$ cat src/pkg/bbf_pkg.sv
// Purpose: Shared constants and types for the boot-block flash host
// Assumes: 100 MHz pclk, APB register access
// Notes: Times are kept in their own units; cycle counts derive from them
package bbf_pkg;
    // Clock and pin timing
    localparam int CLK_MHZ = 100;
    localparam int T_WP_NS = 40;
    localparam int T_WC_NS = 120;
    localparam int T_ACC_NS = 120;
    localparam int T_OEH_NS = 20;
    localparam int T_PS_NS = 480;
    localparam int TICK_NS = 1000;
    localparam logic [7:0] N_SYNC = 8'h02;
    localparam logic [7:0] N_WP = 8'((T_WP_NS * CLK_MHZ + 999) / 1000);
    localparam logic [7:0] N_WH =
        8'(((T_WC_NS - T_WP_NS) * CLK_MHZ + 999) / 1000);
    localparam logic [7:0] N_RD =
        8'((T_ACC_NS * CLK_MHZ + 999) / 1000) + N_SYNC;
    localparam logic [7:0] N_GAP = 8'((T_OEH_NS * CLK_MHZ + 999) / 1000);
    localparam logic [7:0] N_PS = 8'((T_PS_NS * CLK_MHZ + 999) / 1000);
    localparam logic [6:0] N_TICK = 7'((TICK_NS * CLK_MHZ) / 1000);

    // Longest operation times, counted in microsecond ticks
    localparam real PROG_MAX_S = 0.52;
    localparam real ERASE_BOOT_MAX_S = 14.9;
    localparam real ERASE_PARAM_MAX_S = 14.6;
    localparam real ERASE_MAIN_MAX_S = 20.9;
    localparam int TO_PROG_US = $rtoi(PROG_MAX_S * 1.0e6);
    localparam int TO_BOOT_US = $rtoi(ERASE_BOOT_MAX_S * 1.0e6);
    localparam int TO_PARAM_US = $rtoi(ERASE_PARAM_MAX_S * 1.0e6);
    localparam int TO_MAIN_US = $rtoi(ERASE_MAIN_MAX_S * 1.0e6);
    localparam int TO_W = 25;

    // Register offsets
    localparam logic [7:0] REG_CTRL = 8'h00;
    localparam logic [7:0] REG_ADDR = 8'h04;
    localparam logic [7:0] REG_WDATA = 8'h08;
    localparam logic [7:0] REG_STAT = 8'h0C;
    localparam logic [7:0] REG_PINS = 8'h10;

    // Field positions
    localparam int STAT_BUSY = 0;
    localparam int STAT_DONE = 1;
    localparam int STAT_TOUT = 2;
    localparam int STAT_RD_LSB = 8;
    localparam int PINS_RP = 0;
    localparam int PINS_A9 = 1;
    localparam int PINS_VPP = 2;
    localparam int PINS_BLK_LSB = 4;
    localparam int SR_READY = 7;

    // Command bytes
    localparam logic [7:0] CMD_ARRAY = 8'hFF;
    localparam logic [7:0] CMD_PROG = 8'h40;
    localparam logic [7:0] CMD_STATUS = 8'h70;
    localparam logic [7:0] CMD_CLEAR = 8'h50;
    localparam logic [7:0] CMD_ERASE = 8'h20;
    localparam logic [7:0] CMD_CONFIRM = 8'hD0;
    localparam logic [7:0] CMD_SUSP = 8'hB0;
    localparam logic [7:0] CMD_SIG = 8'h90;

    localparam logic [1:0] BLK_BOOT = 2'h0;
    localparam logic [1:0] BLK_PARAM = 2'h1;

    typedef enum logic [3:0] {
        OP_RAW = 4'h0,
        OP_READ = 4'h1,
        OP_ARRAY = 4'h2,
        OP_PROG = 4'h3,
        OP_ERASE = 4'h4,
        OP_STATUS = 4'h5,
        OP_CLEAR = 4'h6,
        OP_SIG = 4'h7,
        OP_SUSP = 4'h8,
        OP_RESUME = 4'h9
    } bbf_op_e;

    typedef enum logic [4:0] {
        ST_IDLE = 5'h01,
        ST_WLOW = 5'h02,
        ST_WHOLD = 5'h04,
        ST_RLOW = 5'h08,
        ST_RGAP = 5'h10
    } bbf_st_e;

    typedef struct packed {
        bbf_st_e st;
        bbf_op_e op;
        logic phase;
        logic poll;
        logic go;
        logic [7:0] cnt;
        logic [7:0] ps;
        logic [16:0] addr;
        logic [7:0] wdata;
        logic [7:0] rdata;
        logic busy;
        logic done;
        logic tout;
        logic rp_n;
        logic a9hv;
        logic vpp;
        logic [1:0] blk;
        logic [31:0] prdata;
        logic ce_n;
        logic oe_n;
        logic we_n;
        logic dq_oe_n;
        logic [7:0] dq_o;
        logic [16:0] fa;
    } bbf_ctl_s;

    localparam bbf_ctl_s CTL_RST = '{st: ST_IDLE, op: OP_RAW, ps: N_PS,
        rp_n: 1'b1, ce_n: 1'b1, oe_n: 1'b1, we_n: 1'b1, dq_oe_n: 1'b1,
        default: '0};
endpackage

$ cat src/hw/bbf_ctrl.sv
// Purpose: APB-driven host for a boot-block parallel flash
// Assumes: 100 MHz pclk, flash pins asynchronous to it
// Notes: Function
`timescale 1ns/1ps
`default_nettype none
module bbf_ctrl #(
    parameter int TO_PROG_US = bbf_pkg::TO_PROG_US,
    parameter int TO_BOOT_US = bbf_pkg::TO_BOOT_US,
    parameter int TO_PARAM_US = bbf_pkg::TO_PARAM_US,
    parameter int TO_MAIN_US = bbf_pkg::TO_MAIN_US
) (
    // Clock and reset
    input wire logic pclk,
    input wire logic presetn,
    // APB slave
    input wire logic psel,
    input wire logic penable,
    input wire logic pwrite,
    input wire logic [7:0] paddr,
    input wire logic [31:0] pwdata,
    output logic [31:0] prdata,
    output logic pready,
    output logic pslverr,
    // Flash pins
    output logic [16:0] flash_addr,
    input wire logic [7:0] flash_dq_i,
    output logic [7:0] flash_dq_o,
    output logic flash_dq_oe_n,
    output logic flash_ce_n,
    output logic flash_oe_n,
    output logic flash_we_n,
    output logic deep_powerdown_pin_n,
    output logic signature_voltage_address_pin_hv,
    output logic vpp_en
);
    localparam int TW = bbf_pkg::TO_W;

    bbf_pkg::bbf_ctl_s s_r;
    bbf_pkg::bbf_ctl_s s_nxt;
    logic [7:0] dq_sync;
    logic tmr_load;
    logic [TW-1:0] tmr_val;
    logic tmr_exp;
    logic sel_ctrl;
    logic mapped;
    logic start_bad;
    logic wacc;
    logic [31:0] rd_word;

    bbf_sync #(.W(8)) u_sync (
        .pclk(pclk),
        .presetn(presetn),
        .d(flash_dq_i),
        .q(dq_sync)
    );

    bbf_timer u_timer (
        .pclk(pclk),
        .presetn(presetn),
        .load(tmr_load),
        .val(tmr_val),
        .expired(tmr_exp)
    );

    function automatic logic [7:0] first_byte(bbf_pkg::bbf_op_e op,
                                              logic [7:0] wd);
        case (op)
            bbf_pkg::OP_ARRAY: first_byte = bbf_pkg::CMD_ARRAY;
            bbf_pkg::OP_PROG: first_byte = bbf_pkg::CMD_PROG;
            bbf_pkg::OP_ERASE: first_byte = bbf_pkg::CMD_ERASE;
            bbf_pkg::OP_STATUS: first_byte = bbf_pkg::CMD_STATUS;
            bbf_pkg::OP_CLEAR: first_byte = bbf_pkg::CMD_CLEAR;
            bbf_pkg::OP_SIG: first_byte = bbf_pkg::CMD_SIG;
            bbf_pkg::OP_SUSP: first_byte = bbf_pkg::CMD_SUSP;
            bbf_pkg::OP_RESUME: first_byte = bbf_pkg::CMD_CONFIRM;
            default: first_byte = wd;
        endcase
    endfunction

    always_comb begin
        s_nxt = s_r;
        tmr_load = 1'b0;
        rd_word = '0;
        // Timeout by operation and block size
        if (s_r.op == bbf_pkg::OP_PROG) begin
            tmr_val = TW'(TO_PROG_US);
        end else if (s_r.blk == bbf_pkg::BLK_BOOT) begin
            tmr_val = TW'(TO_BOOT_US);
        end else if (s_r.blk == bbf_pkg::BLK_PARAM) begin
            tmr_val = TW'(TO_PARAM_US);
        end else begin
            tmr_val = TW'(TO_MAIN_US);
        end
        // Register access
        wacc = psel && penable && pwrite;
        sel_ctrl = (paddr == bbf_pkg::REG_CTRL);
        mapped = sel_ctrl || paddr == bbf_pkg::REG_ADDR ||
            paddr == bbf_pkg::REG_WDATA || paddr == bbf_pkg::REG_STAT ||
            paddr == bbf_pkg::REG_PINS;
        start_bad = sel_ctrl && pwrite &&
            (s_r.busy || !s_r.rp_n || pwdata[3:0] > 4'h9);
        unique case (paddr)
            bbf_pkg::REG_CTRL: rd_word[3:0] = s_r.op;
            bbf_pkg::REG_ADDR: rd_word[16:0] = s_r.addr;
            bbf_pkg::REG_WDATA: rd_word[7:0] = s_r.wdata;
            bbf_pkg::REG_STAT: begin
                rd_word[bbf_pkg::STAT_BUSY] = s_r.busy;
                rd_word[bbf_pkg::STAT_DONE] = s_r.done;
                rd_word[bbf_pkg::STAT_TOUT] = s_r.tout;
                rd_word[bbf_pkg::STAT_RD_LSB +: 8] = s_r.rdata;
            end
            bbf_pkg::REG_PINS: begin
                rd_word[bbf_pkg::PINS_RP] = s_r.rp_n;
                rd_word[bbf_pkg::PINS_A9] = s_r.a9hv;
                rd_word[bbf_pkg::PINS_VPP] = s_r.vpp;
                rd_word[bbf_pkg::PINS_BLK_LSB +: 2] = s_r.blk;
            end
            default: rd_word = '0;
        endcase
        if (psel && !penable) begin
            s_nxt.prdata = rd_word;
        end
        // Powerdown release recovery count
        if (s_r.ps != 8'h00) begin
            s_nxt.ps = s_r.ps - 8'h01;
        end
        if (wacc && !start_bad) begin
            unique case (paddr)
                bbf_pkg::REG_CTRL: begin
                    s_nxt.op = bbf_pkg::bbf_op_e'(pwdata[3:0]);
                    s_nxt.go = 1'b1;
                    s_nxt.busy = 1'b1;
                    s_nxt.done = 1'b0;
                    s_nxt.tout = 1'b0;
                    s_nxt.phase = 1'b0;
                    s_nxt.poll = 1'b0;
                end
                bbf_pkg::REG_ADDR: s_nxt.addr = pwdata[16:0];
                bbf_pkg::REG_WDATA: s_nxt.wdata = pwdata[7:0];
                bbf_pkg::REG_PINS: begin
                    s_nxt.rp_n = pwdata[bbf_pkg::PINS_RP];
                    s_nxt.a9hv = pwdata[bbf_pkg::PINS_A9];
                    s_nxt.vpp = pwdata[bbf_pkg::PINS_VPP];
                    s_nxt.blk = pwdata[bbf_pkg::PINS_BLK_LSB +: 2];
                    if (pwdata[bbf_pkg::PINS_RP] && !s_r.rp_n) begin
                        s_nxt.ps = bbf_pkg::N_PS;
                    end
                end
                default: s_nxt.go = s_r.go;
            endcase
        end
        // Pin sequencer
        s_nxt.cnt = s_r.cnt - 8'h01;
        unique case (s_r.st)
            bbf_pkg::ST_IDLE: begin
                s_nxt.cnt = 8'h00;
                if (s_r.go && s_r.ps == 8'h00 && s_r.rp_n) begin
                    s_nxt.go = 1'b0;
                    s_nxt.ce_n = 1'b0;
                    s_nxt.fa = s_r.addr;
                    if (s_r.op == bbf_pkg::OP_READ) begin
                        s_nxt.st = bbf_pkg::ST_RLOW;
                        s_nxt.oe_n = 1'b0;
                        s_nxt.cnt = bbf_pkg::N_RD - 8'h01;
                    end else begin
                        s_nxt.st = bbf_pkg::ST_WLOW;
                        s_nxt.we_n = 1'b0;
                        s_nxt.dq_oe_n = 1'b0;
                        s_nxt.dq_o = first_byte(s_r.op, s_r.wdata);
                        s_nxt.cnt = bbf_pkg::N_WP - 8'h01;
                    end
                end
            end
            bbf_pkg::ST_WLOW: begin
                if (s_r.cnt == 8'h00) begin
                    s_nxt.we_n = 1'b1;
                    s_nxt.st = bbf_pkg::ST_WHOLD;
                    s_nxt.cnt = bbf_pkg::N_WH - 8'h01;
                end
            end
            bbf_pkg::ST_WHOLD: begin
                if (s_r.cnt == 8'h00) begin
                    s_nxt.dq_oe_n = 1'b1;
                    s_nxt.ce_n = 1'b1;
                    if (!s_r.phase && (s_r.op == bbf_pkg::OP_PROG ||
                        s_r.op == bbf_pkg::OP_ERASE)) begin
                        s_nxt.phase = 1'b1;
                        s_nxt.st = bbf_pkg::ST_WLOW;
                        s_nxt.ce_n = 1'b0;
                        s_nxt.we_n = 1'b0;
                        s_nxt.dq_oe_n = 1'b0;
                        s_nxt.cnt = bbf_pkg::N_WP - 8'h01;
                        s_nxt.dq_o = (s_r.op == bbf_pkg::OP_PROG) ?
                            s_r.wdata : bbf_pkg::CMD_CONFIRM;
                    end else if (s_r.op == bbf_pkg::OP_STATUS ||
                        s_r.op == bbf_pkg::OP_SIG) begin
                        s_nxt.st = bbf_pkg::ST_RGAP;
                        s_nxt.cnt = bbf_pkg::N_GAP - 8'h01;
                        if (s_r.op == bbf_pkg::OP_SIG) begin
                            s_nxt.fa = {16'h0000, s_r.addr[0]};
                        end
                    end else if (s_r.op == bbf_pkg::OP_PROG ||
                        s_r.op == bbf_pkg::OP_ERASE ||
                        s_r.op == bbf_pkg::OP_SUSP ||
                        s_r.op == bbf_pkg::OP_RESUME) begin
                        s_nxt.poll = 1'b1;
                        s_nxt.rdata = 8'h00;
                        s_nxt.st = bbf_pkg::ST_RGAP;
                        s_nxt.cnt = bbf_pkg::N_GAP - 8'h01;
                        tmr_load = 1'b1;
                    end else begin
                        s_nxt.st = bbf_pkg::ST_IDLE;
                        s_nxt.busy = 1'b0;
                        s_nxt.done = 1'b1;
                    end
                end
            end
            bbf_pkg::ST_RLOW: begin
                if (s_r.cnt == 8'h00) begin
                    s_nxt.rdata = dq_sync;
                    s_nxt.ce_n = 1'b1;
                    s_nxt.oe_n = 1'b1;
                    s_nxt.st = bbf_pkg::ST_RGAP;
                    s_nxt.cnt = bbf_pkg::N_GAP - 8'h01;
                end
            end
            bbf_pkg::ST_RGAP: begin
                if (s_r.cnt == 8'h00) begin
                    s_nxt.st = bbf_pkg::ST_IDLE;
                    if (s_r.poll && s_r.rdata[bbf_pkg::SR_READY]) begin
                        s_nxt.busy = 1'b0;
                        s_nxt.done = 1'b1;
                    end else if (s_r.poll && tmr_exp) begin
                        s_nxt.busy = 1'b0;
                        s_nxt.tout = 1'b1;
                    end else if (s_r.poll || (!s_r.phase &&
                        (s_r.op == bbf_pkg::OP_STATUS ||
                        s_r.op == bbf_pkg::OP_SIG))) begin
                        s_nxt.st = bbf_pkg::ST_RLOW;
                        s_nxt.ce_n = 1'b0;
                        s_nxt.oe_n = 1'b0;
                        s_nxt.cnt = bbf_pkg::N_RD - 8'h01;
                        s_nxt.phase = 1'b1;
                    end else begin
                        s_nxt.busy = 1'b0;
                        s_nxt.done = 1'b1;
                    end
                end
            end
        endcase
    end

    always_ff @(posedge pclk or negedge presetn) begin
        if (!presetn) begin
            s_r <= bbf_pkg::CTL_RST;
        end else begin
            s_r <= s_nxt;
        end
    end

    assign pready = 1'b1;
    assign pslverr = psel && penable && (!mapped || start_bad);
    assign prdata = s_r.prdata;
    assign flash_addr = s_r.fa;
    assign flash_dq_o = s_r.dq_o;
    assign flash_dq_oe_n = s_r.dq_oe_n;
    assign flash_ce_n = s_r.ce_n;
    assign flash_oe_n = s_r.oe_n;
    assign flash_we_n = s_r.we_n;
    assign deep_powerdown_pin_n = s_r.rp_n;
    assign signature_voltage_address_pin_hv = s_r.a9hv;
    assign vpp_en = s_r.vpp;

    // Cycles since powerdown release, for checking only
    logic [7:0] rp_age;
    always_ff @(posedge pclk or negedge presetn) begin
        if (!presetn) begin
            rp_age <= 8'h00;
        end else if (!s_r.rp_n) begin
            rp_age <= 8'h00;
        end else if (rp_age != 8'hFF) begin
            rp_age <= rp_age + 8'h01;
        end
    end
endmodule
`default_nettype wire

$ cat src/hw/bbf_sync.sv
// Purpose: Two-flop synchroniser for pin inputs
// Assumes: Input is asynchronous to pclk
// Notes: First stage feeds only the second
`timescale 1ns/1ps
`default_nettype none
module bbf_sync #(
    parameter int W = 8
) (
    // Clock and reset
    input wire logic pclk,
    input wire logic presetn,
    // Data
    input wire logic [W-1:0] d,
    output logic [W-1:0] q
);
    typedef struct packed {
        logic [W-1:0] s1;
        logic [W-1:0] s2;
    } bbf_sync_s;

    bbf_sync_s s_r;
    bbf_sync_s s_nxt;

    always_comb begin
        s_nxt.s1 = d;
        s_nxt.s2 = s_r.s1;
    end

    always_ff @(posedge pclk or negedge presetn) begin
        if (!presetn) begin
            s_r <= '0;
        end else begin
            s_r <= s_nxt;
        end
    end

    assign q = s_r.s2;
endmodule
`default_nettype wire

$ cat src/hw/bbf_timer.sv
// Purpose: Microsecond timeout counter for status polling
// Assumes: 100 MHz pclk
// Notes: Expired is high whenever the count sits at zero
`timescale 1ns/1ps
`default_nettype none
module bbf_timer (
    // Clock and reset
    input wire logic pclk,
    input wire logic presetn,
    // Control
    input wire logic load,
    input wire logic [bbf_pkg::TO_W-1:0] val,
    output logic expired
);
    typedef struct packed {
        logic [bbf_pkg::TO_W-1:0] cnt;
        logic [6:0] div;
    } bbf_tmr_s;

    bbf_tmr_s s_r;
    bbf_tmr_s s_nxt;
    logic tick;

    always_comb begin
        s_nxt = s_r;
        tick = (s_r.div == 7'h00);
        s_nxt.div = tick ? bbf_pkg::N_TICK - 7'h01 : s_r.div - 7'h01;
        if (load) begin
            s_nxt.cnt = val;
            s_nxt.div = bbf_pkg::N_TICK - 7'h01;
        end else if (tick && s_r.cnt != '0) begin
            s_nxt.cnt = s_r.cnt - 1'b1;
        end
    end

    always_ff @(posedge pclk or negedge presetn) begin
        if (!presetn) begin
            s_r <= '0;
        end else begin
            s_r <= s_nxt;
        end
    end

    assign expired = (s_r.cnt == '0);
endmodule
`default_nettype wire

$ cat config.mk
export PLATFORM = sky130hd
export DESIGN_NAME = bbf_ctrl
export DESIGN_NICKNAME = d
export VERILOG_FILES = /design/src/pkg/bbf_pkg.sv /design/src/hw/bbf_ctrl.sv /design/src/hw/bbf_sync.sv /design/src/hw/bbf_timer.sv
export SDC_FILE = /design/constraint.sdc
export NUM_CORES = 1
export LEC_CHECK = 0
export ABC_AREA = 1
export BUFFER_PORTS_ARGS = -buffer_cell sky130_fd_sc_hd__buf_2
export CORE_MARGIN = 5
export CORE_UTILIZATION = 30
export DETAILED_ROUTE_END_ITERATION = 10
export PLACE_DENSITY_LB_ADDON = 0.25
export SYNTH_ARGS = -nofsm -noshare
export SYNTH_HDL_FRONTEND = slang
export SYNTH_SLANG_ARGS = --single-unit
$ cat constraint.sdc
create_clock -name pclk -period 2.18 [get_ports pclk]
set_clock_uncertainty 0.2 [all_clocks]
set_input_delay 0.218 -clock pclk [delete_from_list [all_inputs] [get_ports pclk]]
set_output_delay 0.218 -clock pclk [all_outputs]
set_load 0.05 [all_outputs]
Yosys cells after proc, flatten, opt, wreduce, memory -nomap -nowiden
Cells that the tools add are included.
W data, S select, Z words.
Storage, ports and cells
  input port bits: 53
  flip-flop bits (word level): 163
  logic and storage cells: 232
  output and inout port bits: 66
Cells by class
  muxes and demuxes: 106
  reductions and logical operators: 58
  add/subtract/negate cells: 4
  magnitude comparators: 1
  equality and inequality tests: 35
Operator list (count)
  $mux W8: 18
  $mux W25: 5
  $mux W17: 4
  $pmux W8 S8: 1
  $pmux W26 S2: 1
  $mux W10: 5
  $mux W5: 9
  $pmux W8 S5: 1
  $mux W33: 1
  $ne A2 B2 Y1 const B: 16
  $pmux W8 S2: 2
  $mux W29: 1
  $mux W27: 1
  $mux W1: 26
  $logic_not A25 Y1: 1
  $pmux W5 S5: 1
  $reduce_bool A25 Y1: 1
  $sub A25 B1 Y25 const B: 1
  $logic_not A8 Y1: 3
  $mux W2: 10
  $mux W4: 5
  $reduce_and A6 Y1: 3
  $eq A4 B3 Y1 const B: 4
  $eq A8 B4 Y1 const B: 2
  other kinds (36): 82

Longest topological paths before layout
Gate-level depths: netlist (run 1).
  depth in word-level cells: 12
  gate-level depth with buffers: 13
  mapped depth without buffers: 12

Cells and area by module
From an unflattened synthesis (run 1), not the netlist that was laid out.
Unflattened totals
  cells, all modules: 1243
  area, all modules: 9183.8 µm²
By module, submodules not included
  bbf_ctrl: area each 6403.6 µm², sequential area each 2887.8 µm², cells an instance 870, instances 1
  bbf_timer: area each 2379.8 µm², sequential area each 800.8 µm², cells an instance 357, instances 1
  bbf_sync: area each 400.4 µm², sequential area each 400.4 µm², cells an instance 16, instances 1

Worst setup path after synthesis (run 1)
OpenSTA, ideal clock, no wires.
  kind: input to output
  from: in paddr[4]
  to: out pslverr
  data arrival time: 1725 ps
  stages: 8
  buffers on the path: 0
  data required time: 1762 ps
  path slack: 37 ps
  cell sequence: inv_1 -> nand3_1 -> inv_1 -> nand2_1 -> clkinv_1 -> nor3_1 -> nand3_1 -> a21oi_1
On the way
  longest elaborated chain between the ends: 8
  elaborated cells on any way between the ends: 14
  those cells by class: eq/ne: 4; reduce/logical: 10
Ends and longest elaborated chain
  from (decl): line bbf_ctrl.sv:19  | input wire logic [7:0] paddr,
  $eq A8 B3 Y1 or $logic_not A8 Y1 (tied branches): line bbf_ctrl.sv:97, bbf_ctrl.sv:96
  $logic_or A1 B1 Y1 (2 in a row): line bbf_ctrl.sv:97  | mapped = sel_ctrl || paddr == bbf_pkg::REG_ADDR ||
  $logic_or A1 B1 Y1 (2 in a row): line bbf_ctrl.sv:98  | paddr == bbf_pkg::REG_WDATA || paddr == bbf_pkg::REG_STAT ||
  $logic_not A1 Y1: line bbf_ctrl.sv:262  | assign pslverr = psel && penable && (!mapped || start_bad);
  $logic_or A1 B1 Y1 (*): line bbf_ctrl.sv:262
  $logic_and A1 B1 Y1 (*): line bbf_ctrl.sv:262
  to (decl): line bbf_ctrl.sv:23  | output logic pslverr,
Every way passes the cells marked *; elsewhere a longest branch is shown, timed or not.

Worst setup path after layout (run 1)
  from: reg s_r[125] in the netlist's numbering
  to: reg s_r, in the netlist flash_addr[16]
On the way
  longest elaborated chain between the ends: 3
  elaborated cells on any way between the ends: 10
  those cells by class: eq/ne: 7; mux: 1; reduce/logical: 2
Ends and longest elaborated chain
  from (decl): line bbf_ctrl.sv:38  | bbf_pkg::bbf_ctl_s s_r;
  from (signal assigned): line bbf_ctrl.sv:255  | s_r <= bbf_pkg::CTL_RST;
  from (signal assigned): line bbf_ctrl.sv:257  | s_r <= s_nxt;
  $eq A5 B3 Y1 or $eq A5 B1 Y1 (tied branches): line bbf_ctrl.sv:154  | unique case (s_r.st)
  $ne A2 B2 Y1 (no source line) or $reduce_bool A2 Y1 (tied branches)
  $reduce_and A6 Y1 (no source line)
Parallel ways exist; a longest one is shown, timed or not.
A chain may end at the register's enable or synchronous reset.

==> flow_summary.ini, run 1 <==
[finish]
area_growth_pct = 19.9
seqCellArea_um2 = 4090
fillers = 3103
nets = 1322
diodes = 0
drive_gt1_frac = 0.185
multi_input_area_um2 = 3920

[grt]
grt_start_max_net_pins = 47
grt_usage = 0.142
grt_pass1_wl_um = 38300
overflow = 0
antenna_found_initial = 0
grt_pass1_vias = 7496

[setup_path]
path_class = reg -> reg
cp.arrival_ns = 2.19
start_kind = flip-flop
cp-startpoint = s_r[125]$_DFFE_PN1P_
cpMaxStageDelayCell = dfstp_2
critPathRequiredTime_ns = 2.33
end_kind = flip-flop
cpPeakStageDelay_ns = 0.57
r2r_start = s_r[125]$_DFFE_PN1P_
cp_cell_sequence = nor2_4 > nand3_1 > nor2_4 > buf_4 > buf_4 > nand2_1 > nand4_2 > buf_12 > o31ai_2
reg2regPathDepth = 9
crit_fanout = 34

[clocking]
insertion_delay_ns = 0.44
cts_tree = yes
path_clk_slew_ns = 0.08
htree_levels = 4
clk_path_buf_depth = 2
cts_root_buf = clkbuf_16
cts_sinks = 163
numCtsBuffers = 17

[die]
die_area_um2 = 33200
die_x_um = 182
die_h_um = 182
rows = 63
design.core.area_um2 = 29500
initial_utilization = 0.302
ios = 119

[hold_path]
hp-class = in -> async

[pwr]
net-switching-power_mw = 6.91
p_per_area_nw_per_um2 = 1440
pwr-share-comb = 0.532
p_sw_frac = 0.449
leakage_nw = 5.54
pwr-share-clk = 0.204
p_seq_frac = 0.264
internal-power_mw = 8.50
vdd_drop_max_mv = 0.755

[synth]
ys_warn_count = 0
ys.flop_type = dfrtp_1
synth_cells = 1153
synth-seq-area-share = 0.460
synthTopCellsByCount = nand2_1 (337), dfrtp_1 (155), nor2_1 (136), inv_1 (97), nand3_1 (78)
async_flop_share = 1.00
syn_avg_cell_area_um2 = 7.72
synth.top_cell.area_share = 0.436
synth.distinct_cells = 47
synth_area_leaders = dfrtp_1 (44%), nand2_1 (14%), nor2_1 (5.7%)
synth.most_common_cell = nand2_1
synth-seq-cells = 163
synth_edf_count = 0
yosysTopAreaCell = dfrtp_1
syn_area_um2 = 8900

[sta]
grt_setup_unrepaired = no
setup_viol = 0
min_period_over_period = 0.934
min_period_ns = 2.04
fmax_mhz = 491
slew_headroom = 0.554
whs_ns = 0.0307
tightestPinTransition_ns = 0.668
setup_tns_ns = 0
hold_viol = 0
drv_slew = 0

[routing]
vias = 7465
drtAntennaViolNets = 0
first_pass_iters = 5
drt-initial-drc-count = 431
drc = 0
routedWlPerCell_um = 13.8
wl_um = 23000
viasPerCell = 4.48

[placement]
io_buffers = 87
gp_congestion = 0.862
hpwl_um = 17500

[outcome]
outcome = finished, final reports clean

[run]
cap_violations = 0
[per-stage QoR]
stage | total power [mW] | utilization | setup slack (ns) | instance area [um^2] | std cells
floorplan | 10.4 | - | 0.0374 | 8950 | 1167
global placement | 12.1 | 0.329 | 0.127 | 9700 | 1602
detailed placement | 12.2 | 0.329 | 0.0630 | 9700 | 1602
CTS | 15.5 | 0.359 | 0.0482 | 10600 | 1661
global route | 16.9 | 0.362 | 0.00677 | 10700 | 1665
finish | 15.4 | 0.362 | 0.145 | 10700 | 1665
[cells in the final DEF, fill, tap and decap left out, types with 10 or more instances in the layout]
master / n
nand3_1: 76
a31oi_1: 10
dfrtp_1: 155
nand2_1: 334
nor3_1: 10
o21ai_0: 77
inv_1: 97
conb_1: 16
dlygate4sd3_1: 27
xor2_1: 17
nor2_2: 10
a21oi_1: 28
clkbuf_16: 17
xnor2_1: 16
buf_4: 45
nor2_1: 133
buf_2: 86
[layer usage]
layer,vias to the layer above,wire [um],global-route usage
li1,3821,-,-
met1,3498,10600,0.184
met2,125,11300,0.244
met3,21,898,0.0285
met4,0,257,0.0336
met5,-,0,0
[power groups by stage]
stage / Sequential [mW] / Combinational [mW] / Clock [mW]
CTS: 4.08 / 8.15 / 3.22
detailed placement: 4.14 / 8.05 / 0
floorplan: 4.14 / 6.26 / 0
finish: 4.08 / 8.20 / 3.14
global route: 4.16 / 9.42 / 3.35
global placement: 4.13 / 8.00 / 0
[critical path, delay by kind of cell, from the launching register on]
kind                   cells  cell delay [ns]
AND/OR/NAND/NOR            5             0.48
buffers and inverters      3             0.52
flip-flops                 1             0.57
AO/OA/AOI/OAI              1             0.17
[cell type report]
class	instances	share of cell area
flip-flops and latches	163	0.383
multi-input cells	811	0.367
repair buffers	165	0.110
well taps	390	0.0457
clock buffers	17	0.0399
inverters	104	0.0366
clock inverters	15	0.0174
[final timing paths]
kind | slack, ns | endpoint
min in group pclk | 0.06 | prdata[6]$_DFFE_PN0P_
hold reg to reg | 0.14 | u_sync.q[7]$_DFF_PN0_
hold / removal | 0.03 | prdata[16]$_DFFE_PN0P_
setup reg to reg | 0.14 | flash_addr[16]$_DFFE_PN0P_
max in group asynchronous | 1.10 | flash_dq_oe_n$_DFFE_PN1P_
setup / recovery | 0.14 | flash_addr[16]$_DFFE_PN0P_
[kinds of logic after synthesis]
family	synth area share
simple gates	0.293
buf+inv	0.112
flops	0.460
compound gates	0.0927
xor+xnor	0.0325
fa+ha+maj	0.00984
other cells	0.000844
[state kept, by name (all words and copies together) (netlist names), 8 cells and up]
signal	flops
s_r	66
u_timer.s_r	32
flash_addr	17
prdata	17
flash_dq_o	8
u_sync.q	8
u_sync.s_nxt	8
[what timing repair did]
item | CTS | global route
gates resized for setup | 0 | 14
hold buffers | 27 | 0
endpoints found under the setup margin | 0 | 51
endpoints found under the hold margin | 202 | 0
setup buffers | 0 | 4
(Power assumes the default switching activity.)
==> run 2: changes to the inputs <==
Settings changed: CORE_ASPECT_RATIO set to 1.1, CTS_CLUSTER_DIAMETER set to 150.
==> run 2 against run 1 <==
  * Global-route usage is 0.15 points lower
  * Sequential share of layout area is 0.24 points lower
  * Critical path type unchanged
  * Total power hardly changed
  * Critical endpoint is now s_r[115]$_DFF_PN0_
  * Largest power group unchanged
  * Fmax is 0.46% higher
  * Final cell count is 0.54% lower
  * Clock-buffer cell count is 1 higher
  * Core utilization is 0.33 points higher
  * Worst hold slack better by 0.030 ns
  * Sequential cell count stayed put
==> flow_summary.ini, run 2 (synthesis results as in run 1) <==
[pwr]
vdd_drop_max_mv = 0.729
p_per_area_nw_per_um2 = 1440
pwr-share-clk = 0.201
net-switching-power_mw = 6.73
internal-power_mw = 8.67
p_sw_frac = 0.437
p_seq_frac = 0.265
pwr-share-comb = 0.534
leakage_nw = 5.59

[finish]
nets = 1330
top_regs = s_r (66), u_timer.s_r (32)
layout_commonest_cell = nand2_1
layout_common_cells = nand2_1 (336), dfrtp_1 (155), nor2_1 (131)
largest_register_ffs = 66
drive_gt1_frac = 0.188
fin_cells = 1656
area_growth_pct = 20.7
diodes = 0
regMostFlops = s_r

[sta]
fmax_mhz = 494
setup_tns_ns = 0
min_period_over_period = 0.929
fin_ws_ns = 0.154
whs_ns = 0.0605
hold_viol = 0
slew_headroom = 0.533
drv_slew = 0
setup_viol = 0
grt_setup_unrepaired = no
tightestPinTransition_ns = 0.700
min_period_ns = 2.03

[run]
cap_violations = 0

[die]
rows = 66
design.core.area_um2 = 29400
initial_utilization = 0.303
die_x_um = 174
ios = 119
die_area_um2 = 33200
die_h_um = 191

[clocking]
insertion_delay_ns = 0.42
cts_sinks = 163
numCtsBuffers = 17
path_clk_slew_ns = 0.07
cts_tree = yes
htree_levels = 4
clk_path_buf_depth = 2
cts_root_buf = clkbuf_16

[setup_path]
crit_fanout = 6
start_kind = flip-flop
end_kind = flip-flop
cp.arrival_ns = 2.12
path_class = reg -> reg
critPathRequiredTime_ns = 2.28

[routing]
drt-initial-drc-count = 486
vias = 7436
drc = 0
drtAntennaViolNets = 0
viasPerCell = 4.49
wirelength_met1_um = 10500
highest_layer = met4
first_pass_iters = 5
wl_um = 22900
wl_met2_um = 11600
routedWlPerCell_um = 13.8
met3WireLength_um = 599

[placement]
io_buffers = 87
dp_slack_ns = 0.0851
dpl.cell_count = 1593
gp_congestion = 0.841
hpwl_um = 17700

[outcome]
outcome = finished, final reports clean

[grt]
grt_pass1_vias = 7433
grt_start_max_net_pins = 53
antenna_found_initial = 0
grt_pass1_wl_um = 38200
grt_usage = 0.140
overflow = 0

[hold_path]
hp-class = in -> reg
run 2: cell types whose count changed in the layout (fill, tap and decap cells not counted), sizes merged:
cell      previous run  this run
clkinvlp             2         3
buf                138       146
inv                112       110
clkinv               4         2
bufinv               1         2
clkbuf              17        18
run 2: area by class of cell:
class                           instances  area (um^2)
Clock buffer                           18          439
Clock inverter                         13          165
Fill cell                            3072        18700
Inverter                              104          390
Multi-Input combinational cell        811         3900
Sequential cell                       163         4090
Tap cell                              374          468
Timing Repair Buffer                  173         1280
run 2: what timing repair did:
item	CTS	global route
endpoints found under the setup margin	0	42
buffers inserted	0	5
endpoints found under the hold margin	149	0
gates resized for setup	0	11
hold buffers	27	0
run 2: power by group through the flow:
stage          logic [mW]  registers, mW  clock network, mW
2_1_floorplan        6.26           4.14                  0
4_1_cts              8.22           4.09               3.18
3_3_place_gp         8.13           4.13                  0
6_report             8.22           4.09               3.10
3_5_place_dp         8.12           4.14                  0
5_1_grt              9.29           4.17               3.32
run 2: worst paths after layout:
kind / to / cells after the start / slack [ns] / startpoint
worst min-delay path: prdata[7]$_DFFE_PN0P_ / 5 / 0.06 / paddr[2]
worst min register to register: u_sync.q[5]$_DFF_PN0_ / 0 / 0.14 / u_sync.s_nxt[5]$_DFF_PN0_
min in group asynchronous: u_sync.s_nxt[2]$_DFF_PN0_ / 2 / 0.13 / presetn
max in group asynchronous: s_r[106]$_DFF_PN1_ / 3 / 0.97 / presetn
worst max-delay path: s_r[115]$_DFF_PN0_ / 8 / 0.15 / s_r[124]$_DFFE_PN0P_
worst max register to register: s_r[115]$_DFF_PN0_ / 8 / 0.15 / s_r[124]$_DFFE_PN0P_
run 2: critical path, stage by stage (launching register included):
cell and delay (ns):
dfrtp_1 0.45, nor2_2 0.23, nand2_4 0.10, nand3_4 0.14, inv_1 0.12, a21oi_1 0.23
nand2_1 0.08, nor2_1 0.27, nor2_1 0.07
run 2: layer usage:
layer / track usage / vias up
li1: - / 3838
met2: 0.251 / 105
met3: 0.0226 / 21
met5: 0 / -
met4: 0.0369 / 0
met1: 0.177 / 3472
run 2: metrics by stage:
step	total power, mW	area [um^2]	utilization
after global routing	16.8	10700	0.365
after detailed placement	12.3	9770	0.332
final	15.4	10700	0.365
after floorplan	10.4	8950	-
after global placement	12.3	9770	0.332
after CTS	15.5	10600	0.362
